### src/include/cmr_pkg.sv
// package of constants and types for the clock mode, reset and watchdog block
`default_nettype none
package cmr_pkg;
   // ----------------------------------------------------------------------
   // pll defaults after reset
   // ----------------------------------------------------------------------
   localparam logic [5:0] SYN_DIV_RESET  = 6'h1F;    // 1 MHz ref to 64 MHz vco
   localparam logic [4:0] POST_DIV_RESET = 5'h03;    // 64 MHz vco to 16 MHz pll
   localparam logic [4:0] POST_DIV_UNLOCKED = 5'h03; // vco divided by four
   localparam logic       PLL_SEL_RESET  = 1'b1;
   localparam logic       OSC_EN_RESET   = 1'b0;

   // ----------------------------------------------------------------------
   // reset sequence lengths in pll clock cycles
   // ----------------------------------------------------------------------
   localparam int unsigned RST_DRIVE_CYCLES   = 512;
   localparam int unsigned RST_RELEASE_CYCLES = 256;
   localparam int unsigned RST_TOTAL_CYCLES   = RST_DRIVE_CYCLES + RST_RELEASE_CYCLES;
   localparam int unsigned RST_CNT_W          = 10;
   localparam logic [RST_CNT_W-1:0] RST_DRIVE_LAST   = 10'h1FF;
   localparam logic [RST_CNT_W-1:0] RST_RELEASE_LAST = 10'h0FF;

   // ----------------------------------------------------------------------
   // watchdog
   // ----------------------------------------------------------------------
   localparam logic [7:0] WD_CODE_ARM   = 8'h55;
   localparam logic [7:0] WD_CODE_SERVE = 8'hAA;
   localparam logic [2:0] WD_RATE_OFF   = 3'h0;
   localparam int unsigned WD_CNT_W     = 25;
   localparam int unsigned WD_EXP_BASE  = 10;   // period = 2^(base + 2*rate) ticks
   localparam int unsigned WD_EXP_STEP  = 2;

   // ----------------------------------------------------------------------
   // reset vectors and sequencer states
   // ----------------------------------------------------------------------
   typedef enum logic [1:0] {
      VEC_POWER_ON_EXT = 2'b00,
      VEC_CLOCK_MON    = 2'b01,
      VEC_WATCHDOG     = 2'b10
   } cmr_vector_e;

   typedef enum logic [1:0] {
      RS_IDLE    = 2'b00,
      RS_DRIVE   = 2'b01,
      RS_RELEASE = 2'b10,
      RS_EXTEND  = 2'b11
   } cmr_rst_state_e;
endpackage : cmr_pkg
`default_nettype wire

### src/rtl/cmr_clock_mode_reset.sv
// clock mode selection, reset sequencer and watchdog
`timescale 1ns/1ps
`default_nettype none
module cmr_clock_mode_reset (
   input  wire logic       clk,
   input  wire logic       rst,
   // pll configuration from software
   input  wire logic       pllCfgWr,
   input  wire logic [5:0] pllCfgSynDiv,
   input  wire logic [4:0] pllCfgPostDiv,
   input  wire logic       oscEnWr,
   input  wire logic       oscEnData,
   input  wire logic       pllSelWr,
   input  wire logic       pllSelData,
   input  wire logic       lockFlagClr,
   input  wire logic       oscFlagClr,
   // analog status
   input  wire logic       pllLock,
   input  wire logic       oscFilterOk,
   input  wire logic       oscFilterPause,
   input  wire logic       oscFail,
   // power modes
   input  wire logic       stopMode,
   input  wire logic       fullStopMode,
   input  wire logic       pseudoStopEn,
   input  wire logic       normalMode,
   // watchdog control
   input  wire logic       wdCfgWr,
   input  wire logic       wdCfgWindowEn,
   input  wire logic [2:0] wdCfgRate,
   input  wire logic       wdCfgClkSel,
   input  wire logic       wdCfgPseudoStopEn,
   input  wire logic       wdSvcWr,
   input  wire logic [7:0] wdSvcData,
   input  wire logic       ircTick,
   input  wire logic       xtalTick,
   // reset sources and pin
   input  wire logic       lowSupplyReset,
   input  wire logic       illegalAddrReset,
   input  wire logic       resetPinIn,
   // outputs
   output var  logic [5:0] synDiv_reg,
   output var  logic [4:0] postDivEff_reg,
   output var  logic       pllRefFromXtal_reg,
   output var  logic       oscEnableEff_reg,
   output var  logic       busClkFromPll_reg,
   output var  logic       busClkPause_reg,
   output var  logic       vcoResetFreq_reg,
   output var  logic       oscQualified_reg,
   output var  logic       lockChangeFlag_reg,
   output var  logic       oscChangeFlag_reg,
   output var  logic       wdClkFromXtal_reg,
   output var  logic       wdCfgLocked_reg,
   output var  logic [2:0] wdRate_reg,
   output var  logic       wdWindowEn_reg,
   output var  logic       resetPinOut_reg,
   output var  logic       resetPinOe_reg,
   output var  logic       internalReset_reg,
   output var  logic [1:0] resetVector_reg,
   output var  logic       resetVectorValid_reg
);
   // ----------------------------------------------------------------------
   // internal state
   // ----------------------------------------------------------------------
   cmr_pkg::cmr_rst_state_e rstState_reg;
   logic [cmr_pkg::RST_CNT_W-1:0] rstCnt_reg;
   logic [4:0] output_divider_field_reg;
   logic       oscEn_reg;
   logic       lockPrev_reg;
   logic       wdClkSel_reg;
   logic       wdPseudoStop_reg;
   logic       wdArmed_reg;
   logic       cmPending_reg;
   logic       wdPending_reg;
   logic       pinLowIdle_reg;
   logic       cfgClear;
   logic       oscQualNext;
   logic       wdEnabled;
   logic       wdUseXtal;
   logic       wdRun;
   logic       wdTick;
   logic       wdRestart;
   logic       wdBadWrite;
   logic       wdExpired;
   logic       wdInWindow;
   logic       cmFailNow;
   logic       anySource;

   // configuration returns to defaults during the whole system reset
   assign cfgClear = rst || internalReset_reg;

   // ----------------------------------------------------------------------
   // pll configuration
   // ----------------------------------------------------------------------
   always_ff @(posedge clk) begin
      if (cfgClear) begin
         synDiv_reg  <= cmr_pkg::SYN_DIV_RESET;
         output_divider_field_reg <= cmr_pkg::POST_DIV_RESET;
      end else if (pllCfgWr) begin
         synDiv_reg  <= pllCfgSynDiv;
         output_divider_field_reg <= pllCfgPostDiv;
      end
   end

   // programmed divider only once locked
   always_ff @(posedge clk) begin
      if (cfgClear) begin
         postDivEff_reg <= cmr_pkg::POST_DIV_UNLOCKED;
      end else begin
         postDivEff_reg <= pllLock ? output_divider_field_reg : cmr_pkg::POST_DIV_UNLOCKED;
      end
   end

   // reset frequency for the vco while the system reset stands
   always_ff @(posedge clk) begin
      if (rst) begin
         vcoResetFreq_reg <= 1'b1;
      end else begin
         vcoResetFreq_reg <= (rstState_reg != cmr_pkg::RS_IDLE) || !resetPinIn;
      end
   end

   // ----------------------------------------------------------------------
   // oscillator enable and reference selection
   // ----------------------------------------------------------------------
   always_ff @(posedge clk) begin
      if (cfgClear) begin
         oscEn_reg <= cmr_pkg::OSC_EN_RESET;
      end else if (oscEnWr) begin
         oscEn_reg <= oscEnData;
      end
   end

   always_ff @(posedge clk) begin
      if (rst) begin
         oscEnableEff_reg   <= cmr_pkg::OSC_EN_RESET;
         pllRefFromXtal_reg <= cmr_pkg::OSC_EN_RESET;
      end else begin
         oscEnableEff_reg   <= oscEn_reg && !fullStopMode;
         pllRefFromXtal_reg <= oscEn_reg;
      end
   end

   // ----------------------------------------------------------------------
   // qualification status and change flags
   // ----------------------------------------------------------------------
   assign oscQualNext = oscEnableEff_reg && oscFilterOk && pllLock;

   always_ff @(posedge clk) begin
      if (rst) begin
         oscQualified_reg <= 1'b0;
         lockPrev_reg     <= 1'b0;
      end else begin
         oscQualified_reg <= oscQualNext;
         lockPrev_reg     <= pllLock;
      end
   end

   // a transition in the clearing cycle keeps the flag set
   always_ff @(posedge clk) begin
      if (cfgClear) begin
         lockChangeFlag_reg <= 1'b0;
      end else if (pllLock != lockPrev_reg) begin
         lockChangeFlag_reg <= 1'b1;
      end else if (lockFlagClr) begin
         lockChangeFlag_reg <= 1'b0;
      end
   end

   always_ff @(posedge clk) begin
      if (cfgClear) begin
         oscChangeFlag_reg <= 1'b0;
      end else if (oscQualNext != oscQualified_reg) begin
         oscChangeFlag_reg <= 1'b1;
      end else if (oscFlagClr) begin
         oscChangeFlag_reg <= 1'b0;
      end
   end

   // ----------------------------------------------------------------------
   // bus clock source
   // ----------------------------------------------------------------------
   always_ff @(posedge clk) begin
      if (cfgClear) begin
         busClkFromPll_reg <= cmr_pkg::PLL_SEL_RESET;
      end else if (!busClkFromPll_reg && oscQualified_reg && !oscQualNext) begin
         busClkFromPll_reg <= 1'b1;
      end else if (pllSelWr) begin
         busClkFromPll_reg <= pllSelData;
      end
   end

   // filtered xtal may stall the bus clock in bypass mode
   always_ff @(posedge clk) begin
      if (cfgClear) begin
         busClkPause_reg <= 1'b0;
      end else begin
         busClkPause_reg <= !busClkFromPll_reg && oscFilterPause;
      end
   end

   // ----------------------------------------------------------------------
   // watchdog configuration, rate and window locked by the first write in normal mode
   // ----------------------------------------------------------------------
   always_ff @(posedge clk) begin
      if (cfgClear) begin
         wdRate_reg       <= cmr_pkg::WD_RATE_OFF;
         wdWindowEn_reg   <= 1'b0;
         wdClkSel_reg     <= 1'b0;
         wdPseudoStop_reg <= 1'b0;
         wdCfgLocked_reg  <= 1'b0;
      end else if (wdCfgWr) begin
         wdClkSel_reg     <= wdCfgClkSel;
         wdPseudoStop_reg <= wdCfgPseudoStopEn;
         if (!wdCfgLocked_reg) begin
            wdRate_reg     <= wdCfgRate;
            wdWindowEn_reg <= wdCfgWindowEn;
         end
         if (normalMode) begin
            wdCfgLocked_reg <= 1'b1;
         end
      end
   end

   // internal reference unless the xtal is running and selected
   assign wdUseXtal = wdClkSel_reg && oscEnableEff_reg;
   assign wdRun     = !stopMode || (pseudoStopEn && wdClkSel_reg && wdPseudoStop_reg);
   assign wdTick    = wdRun && (wdUseXtal ? xtalTick : ircTick);
   assign wdEnabled = wdRate_reg != cmr_pkg::WD_RATE_OFF;

   always_ff @(posedge clk) begin
      if (rst) begin
         wdClkFromXtal_reg <= 1'b0;
      end else begin
         wdClkFromXtal_reg <= wdUseXtal;
      end
   end

   // ----------------------------------------------------------------------
   // watchdog service sequence
   // ----------------------------------------------------------------------
   always_comb begin
      wdRestart  = 1'b0;
      wdBadWrite = 1'b0;
      if (wdEnabled && wdSvcWr) begin
         if (wdWindowEn_reg && !wdInWindow) begin
            wdBadWrite = 1'b1;
         end else if (wdSvcData == cmr_pkg::WD_CODE_SERVE) begin
            wdRestart = wdArmed_reg;
         end else if (wdSvcData != cmr_pkg::WD_CODE_ARM) begin
            wdBadWrite = 1'b1;
         end
      end
   end

   always_ff @(posedge clk) begin
      if (cfgClear) begin
         wdArmed_reg <= 1'b0;
      end else if (wdEnabled && wdSvcWr) begin
         wdArmed_reg <= (wdSvcData == cmr_pkg::WD_CODE_ARM) && !wdBadWrite;
      end
   end

   cmr_wd_counter wdCounter (
      .clk          (clk),
      .clear        (cfgClear || wdRestart),
      .tickEn       (wdTick),
      .rate         (wdRate_reg),
      .expired_reg  (wdExpired),
      .inWindow_reg (wdInWindow)
   );

   // ----------------------------------------------------------------------
   // reset causes
   // ----------------------------------------------------------------------
   assign cmFailNow = oscEnableEff_reg && oscFail;
   assign anySource = lowSupplyReset || illegalAddrReset || cmFailNow
                      || wdExpired || wdBadWrite || pinLowIdle_reg;

   // an idle low pin is an external reset request
   always_ff @(posedge clk) begin
      if (rst) begin
         pinLowIdle_reg <= 1'b0;
      end else begin
         pinLowIdle_reg <= !resetPinIn && rstState_reg == cmr_pkg::RS_IDLE;
      end
   end

   // pending causes held until the vector is chosen
   always_ff @(posedge clk) begin
      if (rst || resetVectorValid_reg) begin
         cmPending_reg <= 1'b0;
         wdPending_reg <= 1'b0;
      end else begin
         if (cmFailNow) begin
            cmPending_reg <= 1'b1;
         end
         if (wdExpired || wdBadWrite) begin
            wdPending_reg <= 1'b1;
         end
      end
   end

   // ----------------------------------------------------------------------
   // reset sequencer
   // ----------------------------------------------------------------------
   always_ff @(posedge clk) begin
      if (rst) begin
         rstState_reg <= cmr_pkg::RS_DRIVE;
         rstCnt_reg   <= '0;
      end else begin
         case (rstState_reg)
            cmr_pkg::RS_IDLE: begin
               rstCnt_reg <= '0;
               if (anySource) begin
                  rstState_reg <= cmr_pkg::RS_DRIVE;
               end
            end
            cmr_pkg::RS_DRIVE: begin
               if (rstCnt_reg == cmr_pkg::RST_DRIVE_LAST) begin
                  rstCnt_reg   <= '0;
                  rstState_reg <= cmr_pkg::RS_RELEASE;
               end else begin
                  rstCnt_reg <= rstCnt_reg + 1'b1;
               end
            end
            cmr_pkg::RS_RELEASE: begin
               if (rstCnt_reg == cmr_pkg::RST_RELEASE_LAST) begin
                  rstCnt_reg   <= '0;
                  rstState_reg <= resetPinIn ? cmr_pkg::RS_IDLE : cmr_pkg::RS_EXTEND;
               end else begin
                  rstCnt_reg <= rstCnt_reg + 1'b1;
               end
            end
            cmr_pkg::RS_EXTEND: begin
               rstCnt_reg <= '0;
               if (resetPinIn) begin
                  rstState_reg <= cmr_pkg::RS_IDLE;
               end
            end
            default: begin
               rstCnt_reg   <= '0;
               rstState_reg <= cmr_pkg::RS_DRIVE;
            end
         endcase
      end
   end

   // pin driven low only in the drive phase
   always_ff @(posedge clk) begin
      if (rst) begin
         resetPinOut_reg <= 1'b0;
         resetPinOe_reg  <= 1'b1;
      end else begin
         resetPinOut_reg <= 1'b0;
         resetPinOe_reg  <= (rstState_reg == cmr_pkg::RS_DRIVE
                             && rstCnt_reg != cmr_pkg::RST_DRIVE_LAST)
                            || (rstState_reg == cmr_pkg::RS_IDLE && anySource);
      end
   end

   always_ff @(posedge clk) begin
      if (rst) begin
         internalReset_reg <= 1'b1;
      end else begin
         internalReset_reg <= !(rstState_reg == cmr_pkg::RS_IDLE && !anySource)
                              && !(rstState_reg == cmr_pkg::RS_RELEASE
                                   && rstCnt_reg == cmr_pkg::RST_RELEASE_LAST && resetPinIn)
                              && !(rstState_reg == cmr_pkg::RS_EXTEND && resetPinIn);
      end
   end

   // vector decision at the sampling point
   always_ff @(posedge clk) begin
      if (rst) begin
         resetVector_reg      <= cmr_pkg::VEC_POWER_ON_EXT;
         resetVectorValid_reg <= 1'b0;
      end else if (rstState_reg == cmr_pkg::RS_RELEASE
                   && rstCnt_reg == cmr_pkg::RST_RELEASE_LAST) begin
         resetVectorValid_reg <= 1'b1;
         if (!resetPinIn) begin
            resetVector_reg <= cmr_pkg::VEC_POWER_ON_EXT;
         end else if (cmPending_reg) begin
            resetVector_reg <= cmr_pkg::VEC_CLOCK_MON;
         end else if (wdPending_reg) begin
            resetVector_reg <= cmr_pkg::VEC_WATCHDOG;
         end else begin
            resetVector_reg <= cmr_pkg::VEC_POWER_ON_EXT;
         end
      end else begin
         resetVectorValid_reg <= 1'b0;
      end
   end
endmodule : cmr_clock_mode_reset
`default_nettype wire

### src/rtl/cmr_wd_counter.sv
// watchdog timeout counter with window flag
`timescale 1ns/1ps
`default_nettype none
module cmr_wd_counter (
   input  wire logic       clk,
   input  wire logic       clear,
   input  wire logic       tickEn,
   input  wire logic [2:0] rate,
   output var  logic       expired_reg,
   output var  logic       inWindow_reg
);
   logic [cmr_pkg::WD_CNT_W-1:0] count_reg;
   logic [cmr_pkg::WD_CNT_W-1:0] limit;
   logic [cmr_pkg::WD_CNT_W-1:0] windowStart;

   function automatic logic [cmr_pkg::WD_CNT_W-1:0] periodOf(input logic [2:0] r);
      int unsigned e;
      e = cmr_pkg::WD_EXP_BASE + cmr_pkg::WD_EXP_STEP * 32'(r);
      periodOf = cmr_pkg::WD_CNT_W'(e < cmr_pkg::WD_CNT_W ? (32'h1 << e) : 32'h0);
   endfunction : periodOf

   assign limit       = periodOf(rate);
   assign windowStart = limit - (limit >> 2);

   // ----------------------------------------------------------------------
   // counting
   // ----------------------------------------------------------------------
   always_ff @(posedge clk) begin
      if (clear || rate == cmr_pkg::WD_RATE_OFF) begin
         count_reg   <= '0;
         expired_reg <= 1'b0;
      end else if (tickEn) begin
         if (count_reg == limit - 1'b1) begin
            count_reg   <= '0;
            expired_reg <= 1'b1;
         end else begin
            count_reg   <= count_reg + 1'b1;
            expired_reg <= 1'b0;
         end
      end else begin
         expired_reg <= 1'b0;
      end
   end

   always_ff @(posedge clk) begin
      if (clear) begin
         inWindow_reg <= 1'b0;
      end else begin
         inWindow_reg <= (count_reg >= windowStart);
      end
   end
endmodule : cmr_wd_counter
`default_nettype wire

### config.mk
export PLATFORM = sky130hd
export DESIGN_NAME = cmr_clock_mode_reset
export DESIGN_NICKNAME = d
export VERILOG_FILES = /design/src/include/cmr_pkg.sv /design/src/rtl/cmr_clock_mode_reset.sv /design/src/rtl/cmr_wd_counter.sv
export SDC_FILE = /design/constraint.sdc
export NUM_CORES = 1
export LEC_CHECK = 0
export ABC_AREA = 0
export BUFFER_PORTS_ARGS = -buffer_cell sky130_fd_sc_hd__buf_2
export CAP_MARGIN = 20
export CORE_MARGIN = 2
export CORE_UTILIZATION = 52
export CTS_CLUSTER_SIZE = 30
export DETAILED_ROUTE_END_ITERATION = 6
export GPL_ROUTABILITY_DRIVEN = 0
export PLACE_DENSITY = 0.77
export REMOVE_ABC_BUFFERS = 1
export SLEW_MARGIN = 40
export SYNTH_ARGS = -nofsm -noshare
export SYNTH_HDL_FRONTEND = slang
export SYNTH_SLANG_ARGS = --single-unit
### constraint.sdc
create_clock -name clk -period 4.4 [get_ports clk]
set_input_delay 0.22 -clock clk [delete_from_list [all_inputs] [get_ports clk]]
set_output_delay 0.22 -clock clk [all_outputs]
set_load 0.01 [all_outputs]
# Word level (Yosys, flattened, before mapping)
# Index checks and enable logic that the tools add are counted.
# totals
elab_cells,147
reg_bits,82
in_bits,49
# op_classes
bitwise,3
eq_ne,16
muxes,28
shift,1
order_cmp,2
reduce_logical,60
n_addsub,5
# op_table
op,count
$mux W25,2
$lt A32 B5 Y1 const B,1
$shl A1 B32 Y25 const A,1
$pmux W10 S3,1
$add A25 B1 Y25 const B,1
$eq A25 B25 Y1,1
$ge A25 B25 Y1,1
$sub A25 B1 Y25 const B,1
$sub A25 B23 Y25,1
$logic_and A1 B1 Y1,23
$mux W10,2
$mux W2,8
$mux W1,14
$logic_or A1 B1 Y1,13
$logic_not A1 Y1,11
$add A10 B1 Y10 const B,1
$eq A10 B8 Y1 const B,1
$eq A10 B9 Y1 const B,1
$ne A10 B9 Y1 const B,1
$eq A8 B7 Y1 const B,1
$eq A8 B8 Y1 const B,1
$ne A2 B2 Y1 const B,4
$ne A8 B7 Y1 const B,1
$pmux W2 S4,1
other kinds (12),22

# Logic depth before layout (Yosys ltp)
# Gate-level depths: netlist of run 1.
# depth
word_depth,12
ltp_mapped,21
depth_no_buf,21

# Modules after synthesis
# From an unflattened synthesis of run 1, not the netlist that was laid out.
# hier_totals
cells_unflattened,596
area_unflattened_um2,5325.1
# modules_own_cells
mod,instances,seq_area_each_um2,area_each_um2,cells_per_inst
cmr_wd_counter,1,540.5,3123.0,371
cmr_clock_mode_reset,1,1101.1,2202.1,225

# Least setup slack after synthesis of run 1
# No wires, ideal clock.
# synth_path
path_type,reg2reg
start,reg wdRate_reg[0]
end,reg wdCounter.inWindow_reg
path_buffers,1
setup_slack_ns,-0.224
arrival_ns,4.533
period_less_slack_ns,4.624
path_stages_with_launch,19
cell_sequence,dfxtp_1 ha_1 buf_2 a211oi_1 inv_1 ha_1 or4_1 a21o_1 a311oi_1 o21bai_1 a21o_1 xnor2_1 ha_1 nand4_1 nor3b_1 a221o_1 a21oi_1 or4_1 a311oi_1
# synth_via
elab_chain_cells,5
elab_cells_between_ends,10
classes_between,2 x add/sub; 2 x order compare; 1 x shift; 2 x mux; 3 x reduce/logical
# synth_rtl
element,line_no,rtl
start: declaration,cmr_clock_mode_reset.sv:54,"output var logic [2:0] wdRate_reg,"
start signal: assignment,cmr_clock_mode_reset.sv:207,wdRate_reg <= cmr_pkg::WD_RATE_OFF;
start signal: assignment,cmr_clock_mode_reset.sv:216,wdRate_reg <= wdCfgRate;
$add A4 B4 Y5,cmr_wd_counter.sv:18,e = cmr_pkg::WD_EXP_BASE + cmr_pkg::WD_EXP_STEP * 32'(r);
$lt A32 B5 Y1 / $shl A1 B32 Y25 (equally long branches),cmr_wd_counter.sv:19,periodOf = cmr_pkg::WD_CNT_W'(e < cmr_pkg::WD_CNT_W ? (32'h1 << e) : 32'h0);
$mux W25,cmr_wd_counter.sv:19,
$sub A25 B23 Y25,cmr_wd_counter.sv:23,assign windowStart = limit - (limit >> 2);
$ge A25 B25 Y1,cmr_wd_counter.sv:49,inWindow_reg <= (count_reg >= windowStart);
end signal: assignment,cmr_wd_counter.sv:49,
end: declaration,cmr_wd_counter.sv:10,output var logic inWindow_reg
# Parallel ways exist; a longest one is shown, timed or not.
# A chain may end at the register's enable or synchronous reset.

# Worst setup path in the final report of run 1
# layout_path
start,reg wdRate_reg[1]
end,reg wdCounter.inWindow_reg
# The elaborated chain is that of the path after synthesis.

==> results of run 1 <==
[cell type report]
cell class | instances | area, um^2
inverter | 30 | 113
timing repair buffer | 122 | 732
clock buffer | 9 | 124
tap | 129 | 161
clock inverter | 7 | 72.6
multi-input combinational | 443 | 3260
sequential | 82 | 1650
fill | 781 | 3170
[through the flow]
| step | utilization, % | worst slack (ns) | instance area, um^2 | TNS (ns) |
|---|---|---|---|---|
| final | 65.8 | -0.0816 | 6110 | -0.0816 |
| after CTS | 64.4 | -0.0282 | 5980 | -0.0282 |
| after global placement | 60.8 | -0.00936 | 5640 | -0.00936 |
| after floorplan | - | -0.290 | 4880 | -0.290 |
| after global routing | 65.8 | -0.196 | 6110 | -0.196 |
| after detailed placement | 60.8 | -0.194 | 5640 | -0.194 |
[per-layer routing]
layer	track usage, %	wire length, um	vias up
met5	0	0	-
met4	7.18	275	0
met3	5.81	595	32
met2	40.5	6430	128
met1	28.8	5330	2141
li1	-	-	2243
[kinds of logic after synthesis]
| logic type | after synthesis |
|---|---|
| AO/OA/AOI/OAI | 86 |
| XOR/XNOR | 47 |
| buffers and inverters | 47 |
| multiplexers | 25 |
| flip-flops | 82 |
| other | 1 |
| AND/OR/NAND/NOR | 233 |
| adder cells (fa/ha/maj) | 51 |
[what timing repair did]
item                                   in CTS  in global routing
buffers inserted                           10                  6
setup endpoints to repair                   1                  1
pin swaps                                  14                 17
gates resized for setup                    19                 17
endpoints found under the hold margin       0                  0
[Yosys cell counts (12+ instances only)]
cell / instances
dfxtp_1: 82
nor2_1: 68
ha_1: 51
nand2_1: 35
a21oi_1: 31
inv_1: 30
xor2_1: 25
mux2i_1: 24
xnor2_1: 21
nand4_1: 20
nand3_1: 19
nor2b_1: 16
nor3_1: 13
nand2b_1: 12
[path summary, 6_finish.rpt]
path / end / slack (ns) / startpoint / depth (start not counted)
setup / recovery: wdCounter.inWindow_reg / -0.08 / wdRate_reg[1] / 20
setup reg to reg: wdCounter.inWindow_reg / -0.08 / wdRate_reg[1] / 20
hold reg to reg: postDivEff_reg[0] / 0.45 / output_divider_field_reg[0] / 1
hold / removal: oscEnableEff_reg / 0.01 / fullStopMode / 2
[power by group]
part           switching, mW  leakage (nW)  internal, mW
Combinational         0.0252          1.93        0.0285
Clock                  0.315        0.0970         0.222
Sequential           0.00228         0.663         0.743
[layout by cell type, fill, tap and decap left out, types with 5 or more instances in the layout]
cell type,count
xor2_1,25
buf_4,42
and4_1,5
nand4_1,20
xnor2_1,21
ha_1,44
buf_2,78
mux2i_1,24
nand2_1,32
dfxtp_1,80
ha_4,6
o21ai_0,6
a21o_1,8
and3_1,9
inv_1,27
nand2b_1,12
a21oi_1,31
nor2_1,68
nand3_1,18
and2_1,8
nor2b_1,15
o21bai_1,7
clkbuf_8,9
nor3_1,12
==> results.md, run 1 <==
Status:
- The flow ran to the end, but the final reports show violations.
- The checks that failed: negative setup slack.

Synth:
- Yosys mapped the design onto 60 distinct sky130hd cell types.
- dfxtp_1 takes more of the synthesized area than any other cell.
- The synthesized design devotes to its leading area cell type 33.0% of total area.
- After synthesis, the cell types taking the most area are dfxtp_1 33%, ha_1 13%, nor2_1 5.1%, mux2i_1 4.8%, xor2_1 4.4%.
- The count of yosys warnings during synthesis is 0.
- The predominant post-synthesis flop cell is dfxtp_1.
- The mux share of post-synthesis cell area is 5.05%.
- For this run, asynchronously set or reset flops after synthesis account for 0%.
- Yosys mapped a number of flops with a built-in enable equal to 0.
- After synthesis, flip-flops and latches occupy 33.0% of the total area.
- The area fraction in compound gates after synthesis is 11.5%.
- The largest family of logic cells by synthesized area is simple AND/OR/NAND/NOR gates.
- Dividing the synthesized area by the synthesized cell count gives 8.70 um^2.
- Synthesis produced 572 cells.
- After Yosys synthesis, full adders, half adders and majority gates account for 12.8% of the synthesized area.
- The post-synthesis cell area is 4980 um^2.
- The simple-gate area share of the yosys netlist is 24.8%.
- The synthesized netlist devotes 8.55% of its cell area to XOR and XNOR gates.
- The count of state elements after synthesis is 82.

Clock tree:
- At the later pin of the worst-skew pair, clock insertion delay measures 0.37 ns.
- The total CTS buffers is 9.
- The depth of the CTS H-tree is 3.
- The clock-pin slew reported for the worst setup and hold paths after clock tree synthesis is 0.10 ns.
- In this run, post-CTS hold repair placed 0 buffers.
- The root buffer selected by CTS is clkbuf_8.
- The count of clock tree sinks is 82.
- The TritonCTS clock tree is done.
- The largest buffer count on any clock path is 2.

STA:
- The max-slew violation count came to 0.
- The peak clock frequency supported by timing is 0.223 GHz.
- At the pin with the least slew margin, the transition time is 0.657 ns.
- Setup repair after global routing could not meet its margin everywhere.
- The number of hold-slack violations in the final timing report was 0.
- The hold slack is 0.0127 ns.
- The setup slack of the critical path after layout is -0.0816 ns.
- The count of final setup violators is 1.
- Clock skew on the completed layout was measured at 0.0110 ns.
- The relative slew slack is 55.9%.
- The final critical path takes up 102% of the cycle.
- The minimum clock period after layout is 4.48 ns.

Power and ir drop:
- The total power is 1.34 mW.
- The leakage power total is 2.69 nW.
- The worst ir drop on vdd is 0.206 mV.
- The power density over cell area is 219 nW/um^2.

Worst setup path:
- Traced cell by cell, the critical path runs through ha_4 > buf_8 > a211oi_4 > buf_6 > nand2_4 > ha_4 > or4_1 > a21o_1 > a311oi_2 > buf_4 > o21bai_4 > a21o_1 > xnor2_1 > ha_1 > nand4_1 > nor3b_2 > a221o_1 > a21oi_1 > or4_1 > a311oi_1.
- By startpoint and endpoint, the worst setup path is classified as reg -> reg.
- The family with the most delay on the worst path is compound AO/OA/AOI/OAI gates.
- STA puts the critical path data arrival time at 4.77 ns.
- The worst setup path is captured at a register.
- For this run, the slowest stage of the critical path takes 0.52 ns.
- At the worst endpoint, the required time is 4.68 ns.
- Along the worst path, the maximum fanout reaches 6.
- On the critical path, the stage with the largest delay is an instance of or4_1.
- The startpoint kind of the worst setup timing path is a register.
- Counting both buffers and inverters, the worst setup path holds a total of 3.

Global route:
- For this run, the total global-route usage over all layers was measured as 23.4%.
- Summed over all layers, the global routing overflow is 0.
- The initial antenna violation count is 0.
- The via count of the first global-routing pass came to 4,291.
- Entering global routing, the biggest net connects 21 pins.
- The global-route wire length before repair is 19.5 mm.

Final layout:
- The fraction of layout instances using a drive strength above 1 is 24.2%.
- The layout overhead on the synthesized area is 22.8%.
- The post-route non-filler standard cell count is 822.
- The antenna diode count is 0.
- The number of flip-flops under the largest register name is 25.
- The number of nets in the finished design is 788.

Floorplan:
- The die footprint is 10,400 um^2.
- Measured along the x axis, the die boundary spans 102 um.
- The die span in y is 102 um.
- The count of pins on the block boundary is 80.
- In this run the core area contains 35 standard-cell rows.
- The core region is 9280 um^2.
- The initial utilization of the core area, before any placement, comes to 53.6%.

Min path:
- The path class of the tightest hold or removal check is in -> reg.

Run:
- Max-cap violations in this run came to 0.

Routing:
- The length of the first detailed-routing pass in iterations is 5.
- After the first detailed-routing iteration, the DRC count stood at 280.
- In this run the remaining antenna-violating nets after routing total 0.
- After detailed routing, the total wire length is 12.6 mm.
- For this run, design rule violations remaining after detail routing come to 0.
- After detailed routing, the number of vias per cell comes to 5.53.
- The post-detailed-route wirelength per cell is 15.4 um.
- The via count is 4,544.

Placed design:
- The number of buffers added on ports is 78.
- After detailed placement, the design holds a cell count of 790.
- The post-DP HPWL is 9.23 mm.
Power figures use the tool's default switching activity.
==> run 2, diff against run 1 <==
--- a/config.mk
+++ b/config.mk
@@ -15,6 +15,7 @@
 export GPL_ROUTABILITY_DRIVEN = 0
 export PLACE_DENSITY = 0.77
 export REMOVE_ABC_BUFFERS = 1
+export SKIP_CTS_REPAIR_TIMING = 1
 export SLEW_MARGIN = 40
 export SYNTH_ARGS = -nofsm -noshare
 export SYNTH_HDL_FRONTEND = slang
==> run 2 against run 1 <==
  * Largest cell class unchanged
  * Core utilization fell by 1.5 points
  * Combinational power barely moved
  * Setup slack got worse by 0.012 ns
  * Die area did not move
  * Global-route usage fell by 1.0 points
  * First-iteration DRC count rose by 0.71%
  * The flow still finishes with violations (negative setup slack)
  * Clock-buffer cell count did not move
  * Worst hold slack improved by 0.0043 ns
  * Cell count fell by 1.2%
  * Critical path depth fell by 1
  * Sequential share of layout area rose by 0.64 points
  * Cell area fell by 2.3%
==> results.md, run 2 (synthesized netlist as in run 1, its figures left out) <==
Status:
- Run status: complete, but fails checks (unchanged).
- Failing checks: negative setup slack (unchanged).

STA:
- The relative slew slack was 55.8% (was 55.9%).
- The worst-case clock skew is 0.00925 ns (was 0.0110 ns).
- The transition time of the tightest slew-check pin is 0.657 ns (about the same).
- The max-slew violation count is 0 (unchanged).
- RSZ-0062 raised after global routing: yes (unchanged).
- The final period utilization came to 102% (about the same).
- The number of hold-slack violations in the final timing report is 0 (unchanged).
- The setup slack of the critical path after layout came to -0.0938 ns (was -0.0816 ns).
- The final-layout setup total negative slack is -0.0938 ns (was -0.0816 ns).
- The count of final setup violators was 1 (unchanged).
- The peak clock frequency supported by timing is 0.223 GHz (about the same).
- The minimum clock period after layout came to 4.49 ns (was 4.48 ns).

Global route:
- The overflow left after global routing is 0 (unchanged).
- The via count of the first global-routing pass is 4,143 (was 4,291).
- The initial antenna violation count is 0 (unchanged).
- The overall global routing resource usage is 22.4% (was 23.4%).
- The global-route wire length before repair was 18.8 mm (was 19.5 mm).
- The maximum number of pins on one net before global-route repair is 21 (unchanged).

Run:
- The max-capacitance violation count is 0 (unchanged).

Power and ir drop:
- The cell-internal power came to 994 uW (about the same).
- The combinational share of power came to 4.0% (about the same).
- The power density over cell area is 223 nW/um^2 (was 219 nW/um^2).
- The portion of total power attributed to the clock network is 40.1% (was 40.2%).
- The leakage power total is 2.64 nW (was 2.69 nW).
- The worst ir drop on vdd is 0.205 mV (was 0.206 mV).
- The net switching power of the design came to 340 uW (was 342 uW).
- The sequential cell fraction of total power is 55.9% (was 55.8%).
- The fraction of power spent switching nets is 25.5% (was 25.6%).

Final layout:
- The most common library cell in the layout ignoring fill and taps is dfxtp_1 (unchanged).
- The antenna diode count came to 0 (unchanged).
- The fraction of layout instances using a drive strength above 1 is 22.1% (was 24.2%).
- The final design utilization is 64.3% (was 65.8%).
- The number of flip-flops under the largest register name is 25 (unchanged).
- The number of nets in the finished design is 778 (was 788).
- The post-route non-filler standard cell count is 812 (was 822).
- The layout overhead on the synthesized area is 20.0% (was 22.8%).
- Most used cells in the layout excluding fill and tap cells: 80 x dfxtp_1, 78 x buf_2, 68 x nor2_1, 47 x ha_1, 34 x nand2_1 (was 80 x dfxtp_1, 78 x buf_2, 68 x nor2_1, 44 x ha_1, 42 x buf_4).

Placed design:
- The number of buffers added on ports is 78 (unchanged).
- The post-DP HPWL is 9.23 mm (unchanged).
- The setup slack at placement is -0.194 ns (unchanged).
- The number of cells in the design after placement came to 790 (unchanged).

Clock tree:
- The depth of the CTS H-tree came to 3 (unchanged).
- The clock network latency to the later pin of the worst-skew pair is 0.36 ns (was 0.37 ns).
- The largest buffer count on any clock path came to 2 (unchanged).
- The root buffer selected by CTS is clkbuf_8 (unchanged).
- The count of clock tree sinks is 82 (unchanged).
- The TritonCTS clock tree is done (unchanged).
- The total CTS buffers was 9 (unchanged).
- The clock-pin slew reported for the worst setup and hold paths after clock tree synthesis is 0.10 ns (about the same).

Routing:
- The remaining number of nets flagged by the antenna check after routing is 0 (unchanged).
- The routed wire length came to 12.0 mm (was 12.6 mm).
- The length of the first detailed-routing pass in iterations was 4 (was 5).
- The via count is 4,432 (was 4,544).
- The remaining routing DRC violations was 0 (unchanged).
- The iteration-0 DRC count of the detailed router is 282 (was 280).
- The via count normalized by instance count was 5.46 (was 5.53).
- The post-detailed-route wirelength per cell came to 14.8 um (was 15.4 um).

Floorplan:
- The core outline area came to 9280 um^2 (unchanged).
- The initial standard-cell utilization of the core is 53.6% (unchanged).
- The die span in y was 102 um (unchanged).
- The die footprint is 10,400 um^2 (unchanged).
- The count of pins on the block boundary is 80 (unchanged).
- The die extent in x is 102 um (unchanged).
- The count of standard-cell rows is 35 (unchanged).

Min path:
- The kind of path behind the tightest hold check is in -> reg (unchanged).
- The number of cells on the worst hold path is 2 (unchanged).
- The capture endpoint of the worst hold path is oscEnableEff_reg (unchanged).
- The launch point of the worst hold path is fullStopMode (unchanged).

Worst setup path:
- The critical path data required time came to 4.68 ns (about the same).
- The minimum setup slack among reg-to-reg paths came to -0.09 ns (was -0.08 ns).
- The category of the most critical setup path is reg -> reg (unchanged).
- The startpoint kind of the worst setup timing path was a register (unchanged).
- The depth of the worst register-to-register path is 19 (was 20).
- The data arrival time at the worst-slack endpoint is 4.77 ns (about the same).
- The endpoint of the lowest-slack register-to-register path is wdCounter.inWindow_reg (unchanged).
- The launching point of the worst reg2reg path is wdRate_reg[1] (unchanged).
- The largest fanout on the critical path is 4 (was 6).
- The type of destination of the critical path is a register (unchanged).
-- run 2: power groups by stage --
stage,sequential [mW],combinational (mW),clock (mW)
floorplan,0.763,0.0208,0
CTS,0.747,0.0538,0.548
finish,0.745,0.0538,0.535
global route,0.746,0.0585,0.580
global placement,0.764,0.0515,0
detailed placement,0.764,0.0535,0
-- run 2: worst max-delay path by stage --
stage                       start                endpoint  slack [ns]  depth (start not counted)
finish              wdRate_reg[1]  wdCounter.inWindow_reg       -0.09                         19
global route        wdRate_reg[1]  wdCounter.inWindow_reg       -0.22                         19
CTS                 wdRate_reg[0]  wdCounter.inWindow_reg       -0.24                         20
detailed placement  wdRate_reg[0]  wdCounter.inWindow_reg       -0.19                         20
global placement    wdRate_reg[0]  wdCounter.inWindow_reg      -0.009                         20
floorplan           wdRate_reg[0]  wdCounter.inWindow_reg       -0.29                         17
-- run 2: worst max-delay path, cell delays in order, from the launching register on --
cell and delay [ns]:
dfxtp_4 0.37, ha_4 0.18, buf_6 0.12, a211oi_4 0.29, nand2_1 0.15, ha_2 0.21
or4_1 0.50, a21o_1 0.20, a311oi_2 0.33, buf_4 0.19, o21bai_4 0.06, a21o_1 0.18
xnor2_1 0.13, ha_1 0.30, nand4_1 0.13, nor3b_2 0.21, a221o_1 0.17, a21oi_1 0.05
or4_1 0.39, a311oi_1 0.26
-- run 2: stage by stage --
stage                     cell area, um^2  hold slack, ns  power [mW]
after floorplan                      4880           0.282       0.784
after global placement               5640           0.389       0.815
after detailed placement             5640           0.389       0.817
after CTS                            5840         0.00591        1.35
after global routing                 5970          0.0131        1.38
final                                5970          0.0170        1.33
-- run 2: area by class of cell --
cell class	instances	area [um^2]
fillers	800	3310
multi-input cells	443	3200
flip-flops and latches	82	1650
repair buffers	112	649
well taps	129	161
clock buffers	9	124
inverters	30	113
clock inverters	7	72.6
-- run 2: per-layer routing --
metal  GRT usage (%)  routed length, um  up-vias
met5               0                  0        -
met4            6.87                211        0
met3            3.76                557       23
met2            38.4               6110       95
met1            29.0               5160     2096
li1                -                  -     2218
==> run 3, diff against run 2 <==
--- a/config.mk
+++ b/config.mk
@@ -9,11 +9,10 @@
 export BUFFER_PORTS_ARGS = -buffer_cell sky130_fd_sc_hd__buf_2
 export CAP_MARGIN = 20
 export CORE_MARGIN = 2
-export CORE_UTILIZATION = 52
+export CORE_UTILIZATION = 40
 export CTS_CLUSTER_SIZE = 30
 export DETAILED_ROUTE_END_ITERATION = 6
 export GPL_ROUTABILITY_DRIVEN = 0
-export PLACE_DENSITY = 0.77
 export REMOVE_ABC_BUFFERS = 1
 export SKIP_CTS_REPAIR_TIMING = 1
 export SLEW_MARGIN = 40
==> run 3 against run 2 <==
  * Critical path type unchanged
  * Global-route usage shrank 3.9 points
  * Highest routed layer unchanged
  * Register-to-register slack better by 0.18 ns
  * The run now ends clean
  * Flip-flop and latch count did not move
  * Die area up 29%
  * First-iteration DRC count decreased by 23%
==> results.md, run 3 (synthesized netlist as in run 1, its figures left out) <==
Worst setup path:
- The startpoint kind of the worst setup timing path was a register (unchanged).
- The critical path data required time is 4.65 ns (was 4.68 ns).
- The largest fanout on the critical path is 8 (was 4).
- The type of destination of the critical path is a register (unchanged).
- The category of the most critical setup path is reg -> reg (unchanged).
- The data arrival time at the worst-slack endpoint is 4.56 ns (was 4.77 ns).

STA:
- The worst-case clock skew is 0.00420 ns (was 0.00925 ns).
- RSZ-0062 raised after global routing: yes (unchanged).
- The final period utilization is 98.0% (was 102%).
- The count of final setup violators is 0 (was 1).
- The minimum clock period after layout was 4.31 ns (was 4.49 ns).
- The max-slew violation count is 0 (unchanged).
- The number of hold-slack violations in the final timing report came to 0 (unchanged).
- The relative slew slack is 54.7% (was 55.8%).
- The transition time of the tightest slew-check pin is 0.674 ns (was 0.657 ns).
- The peak clock frequency supported by timing is 0.232 GHz (was 0.223 GHz).
- The hold slack is 0.0316 ns (was 0.0170 ns).

Routing:
- The via count normalized by instance count is 5.10 (was 5.46).
- The remaining routing DRC violations came to 0 (unchanged).
- The via count is 4,335 (was 4,432).
- The iteration-0 DRC count of the detailed router is 216 (was 282).
- The remaining number of nets flagged by the antenna check after routing is 0 (unchanged).
- The routed wire length is 12.2 mm (was 12.0 mm).
- The post-detailed-route wirelength per cell was 14.4 um (was 14.8 um).
- The length of the first detailed-routing pass in iterations is 4 (unchanged).

Final layout:
- The most common library cell in the layout ignoring fill and taps was dfxtp_1 (unchanged).
- Most used cells in the layout excluding fill and tap cells: 80 x dfxtp_1, 78 x buf_2, 68 x nor2_1, 46 x ha_1, 32 x nand2_1 (was 80 x dfxtp_1, 78 x buf_2, 68 x nor2_1, 47 x ha_1, 34 x nand2_1).
- The number of flip-flops under the largest register name is 25 (unchanged).
- The post-route non-filler standard cell count is 850 (was 812).
- The number of nets in the finished design is 777 (was 778).
- The finished layout cell area is 6120 um^2 (was 5970 um^2).
- The fraction of layout instances using a drive strength above 1 was 22.7% (was 22.1%).
- The layout overhead on the synthesized area came to 23.1% (was 20.0%).
- The antenna diode count was 0 (unchanged).

Clock tree:
- The root buffer selected by CTS was clkbuf_16 (was clkbuf_8).
- The clock network latency to the later pin of the worst-skew pair is 0.34 ns (was 0.36 ns).
- The largest buffer count on any clock path is 2 (unchanged).
- The TritonCTS clock tree was done (unchanged).
- The count of clock tree sinks came to 82 (unchanged).
- The depth of the CTS H-tree came to 3 (unchanged).
- The total CTS buffers is 9 (unchanged).
- The clock-pin slew reported for the worst setup and hold paths after clock tree synthesis was 0.06 ns (was 0.10 ns).

Global route:
- The global-route wire length before repair is 19.7 mm (was 18.8 mm).
- The overall global routing resource usage was 18.5% (was 22.4%).
- The via count of the first global-routing pass is 4,122 (was 4,143).
- The initial antenna violation count was 0 (unchanged).
- The maximum number of pins on one net before global-route repair was 21 (unchanged).
- The overflow left after global routing is 0 (unchanged).

Placed design:
- The post-DP HPWL is 9.55 mm (was 9.23 mm).
- The cell area reported after detailed placement is 5690 um^2 (was 5640 um^2).
- The number of cells in the design after placement is 829 (was 790).
- The number of buffers added on ports is 78 (unchanged).

Floorplan:
- The count of standard-cell rows is 40 (was 35).
- The die footprint came to 13,300 um^2 (was 10,400 um^2).
- The initial standard-cell utilization of the core is 41.3% (was 53.6%).
- The die span in y came to 116 um (was 102 um).
- The die extent in x is 116 um (was 102 um).
- The core outline area is 12,100 um^2 (was 9280 um^2).
- The count of pins on the block boundary is 80 (unchanged).

Run:
- The max-capacitance violation count is 0 (unchanged).

Power and ir drop:
- The leakage power total is 2.68 nW (was 2.64 nW).
- The power density over cell area was 245 nW/um^2 (was 223 nW/um^2).
- The worst ir drop on vdd was 0.159 mV (was 0.205 mV).
- The total power came to 1.50 mW (was 1.33 mW).

Min path:
- The kind of path behind the tightest hold check is in -> reg (unchanged).

Status:
- Run status: finished, final reports clean (was complete, but fails checks).
## run 3: cell types whose count changed in the layout (fill, tap and decap cells not counted), moves of 2 or more
cell | before | now
buf_4 | 33 | 31
clkbuf_16 | 0 | 9
clkbuf_8 | 9 | 0
inv_8 | 2 | 0
nand2_1 | 34 | 32
nand2_2 | 1 | 3
## run 3: critical path, cell delays in order, from the launching register on
cell	delay (ns)
dfxtp_4	0.37
buf_8	0.14
a211oi_4	0.34
nand2_2	0.13
ha_4	0.18
or4_4	0.52
a21o_1	0.21
a311oi_2	0.28
buf_4	0.15
o21bai_1	0.07
a21o_1	0.20
xnor2_1	0.13
ha_1	0.29
nand4_1	0.13
nor3b_2	0.19
a221o_1	0.16
a21oi_1	0.06
or4_1	0.40
a311oi_1	0.26
## run 3: final cells by class
class	instances	area [um^2]
fill	1163	5940
multi-input combinational	443	3220
sequential	82	1650
timing repair buffer	111	649
clock buffer	10	229
tap	168	210
inverter	30	115
clock inverter	6	50.0
## run 3: final timing paths
kind	slack, ns	endpoint	start	cells after the start
worst max-delay path	0.09	wdCounter.inWindow_reg	wdRate_reg[0]	18
worst min-delay path	0.03	oscEnableEff_reg	fullStopMode	2
worst max register to register	0.09	wdCounter.inWindow_reg	wdRate_reg[0]	18
worst min register to register	0.45	postDivEff_reg[1]	output_divider_field_reg[1]	1
## run 3: routing by layer
layer	track usage, %	part of all wire [%]	vias to the layer above
li1	-	-	2219
met1	24.7	48	2041
met2	31.0	48	61
met3	2.93	2.4	14
met4	5.62	1.3	0
met5	0	0	-
## run 3: where the power goes
group	leakage [nW]	switching, mW	internal, mW	total [mW]
clock network	0.130	0.312	0.388	0.700
registers	0.663	0.00218	0.744	0.746
logic	1.88	0.0247	0.0284	0.0531
## run 3: metrics by stage
| stage | util [%] | worst slack (ns) | TNS (ns) |
|---|---|---|---|
| finish | 50.8 | 0.0889 | 0 |
| global route | 50.8 | -0.111 | -0.111 |
| floorplan | - | -0.290 | -0.290 |
| CTS | 49.5 | -0.135 | -0.135 |
| detailed placement | 47.2 | -0.0961 | -0.0961 |
| global placement | 47.2 | 0.0401 | 0 |
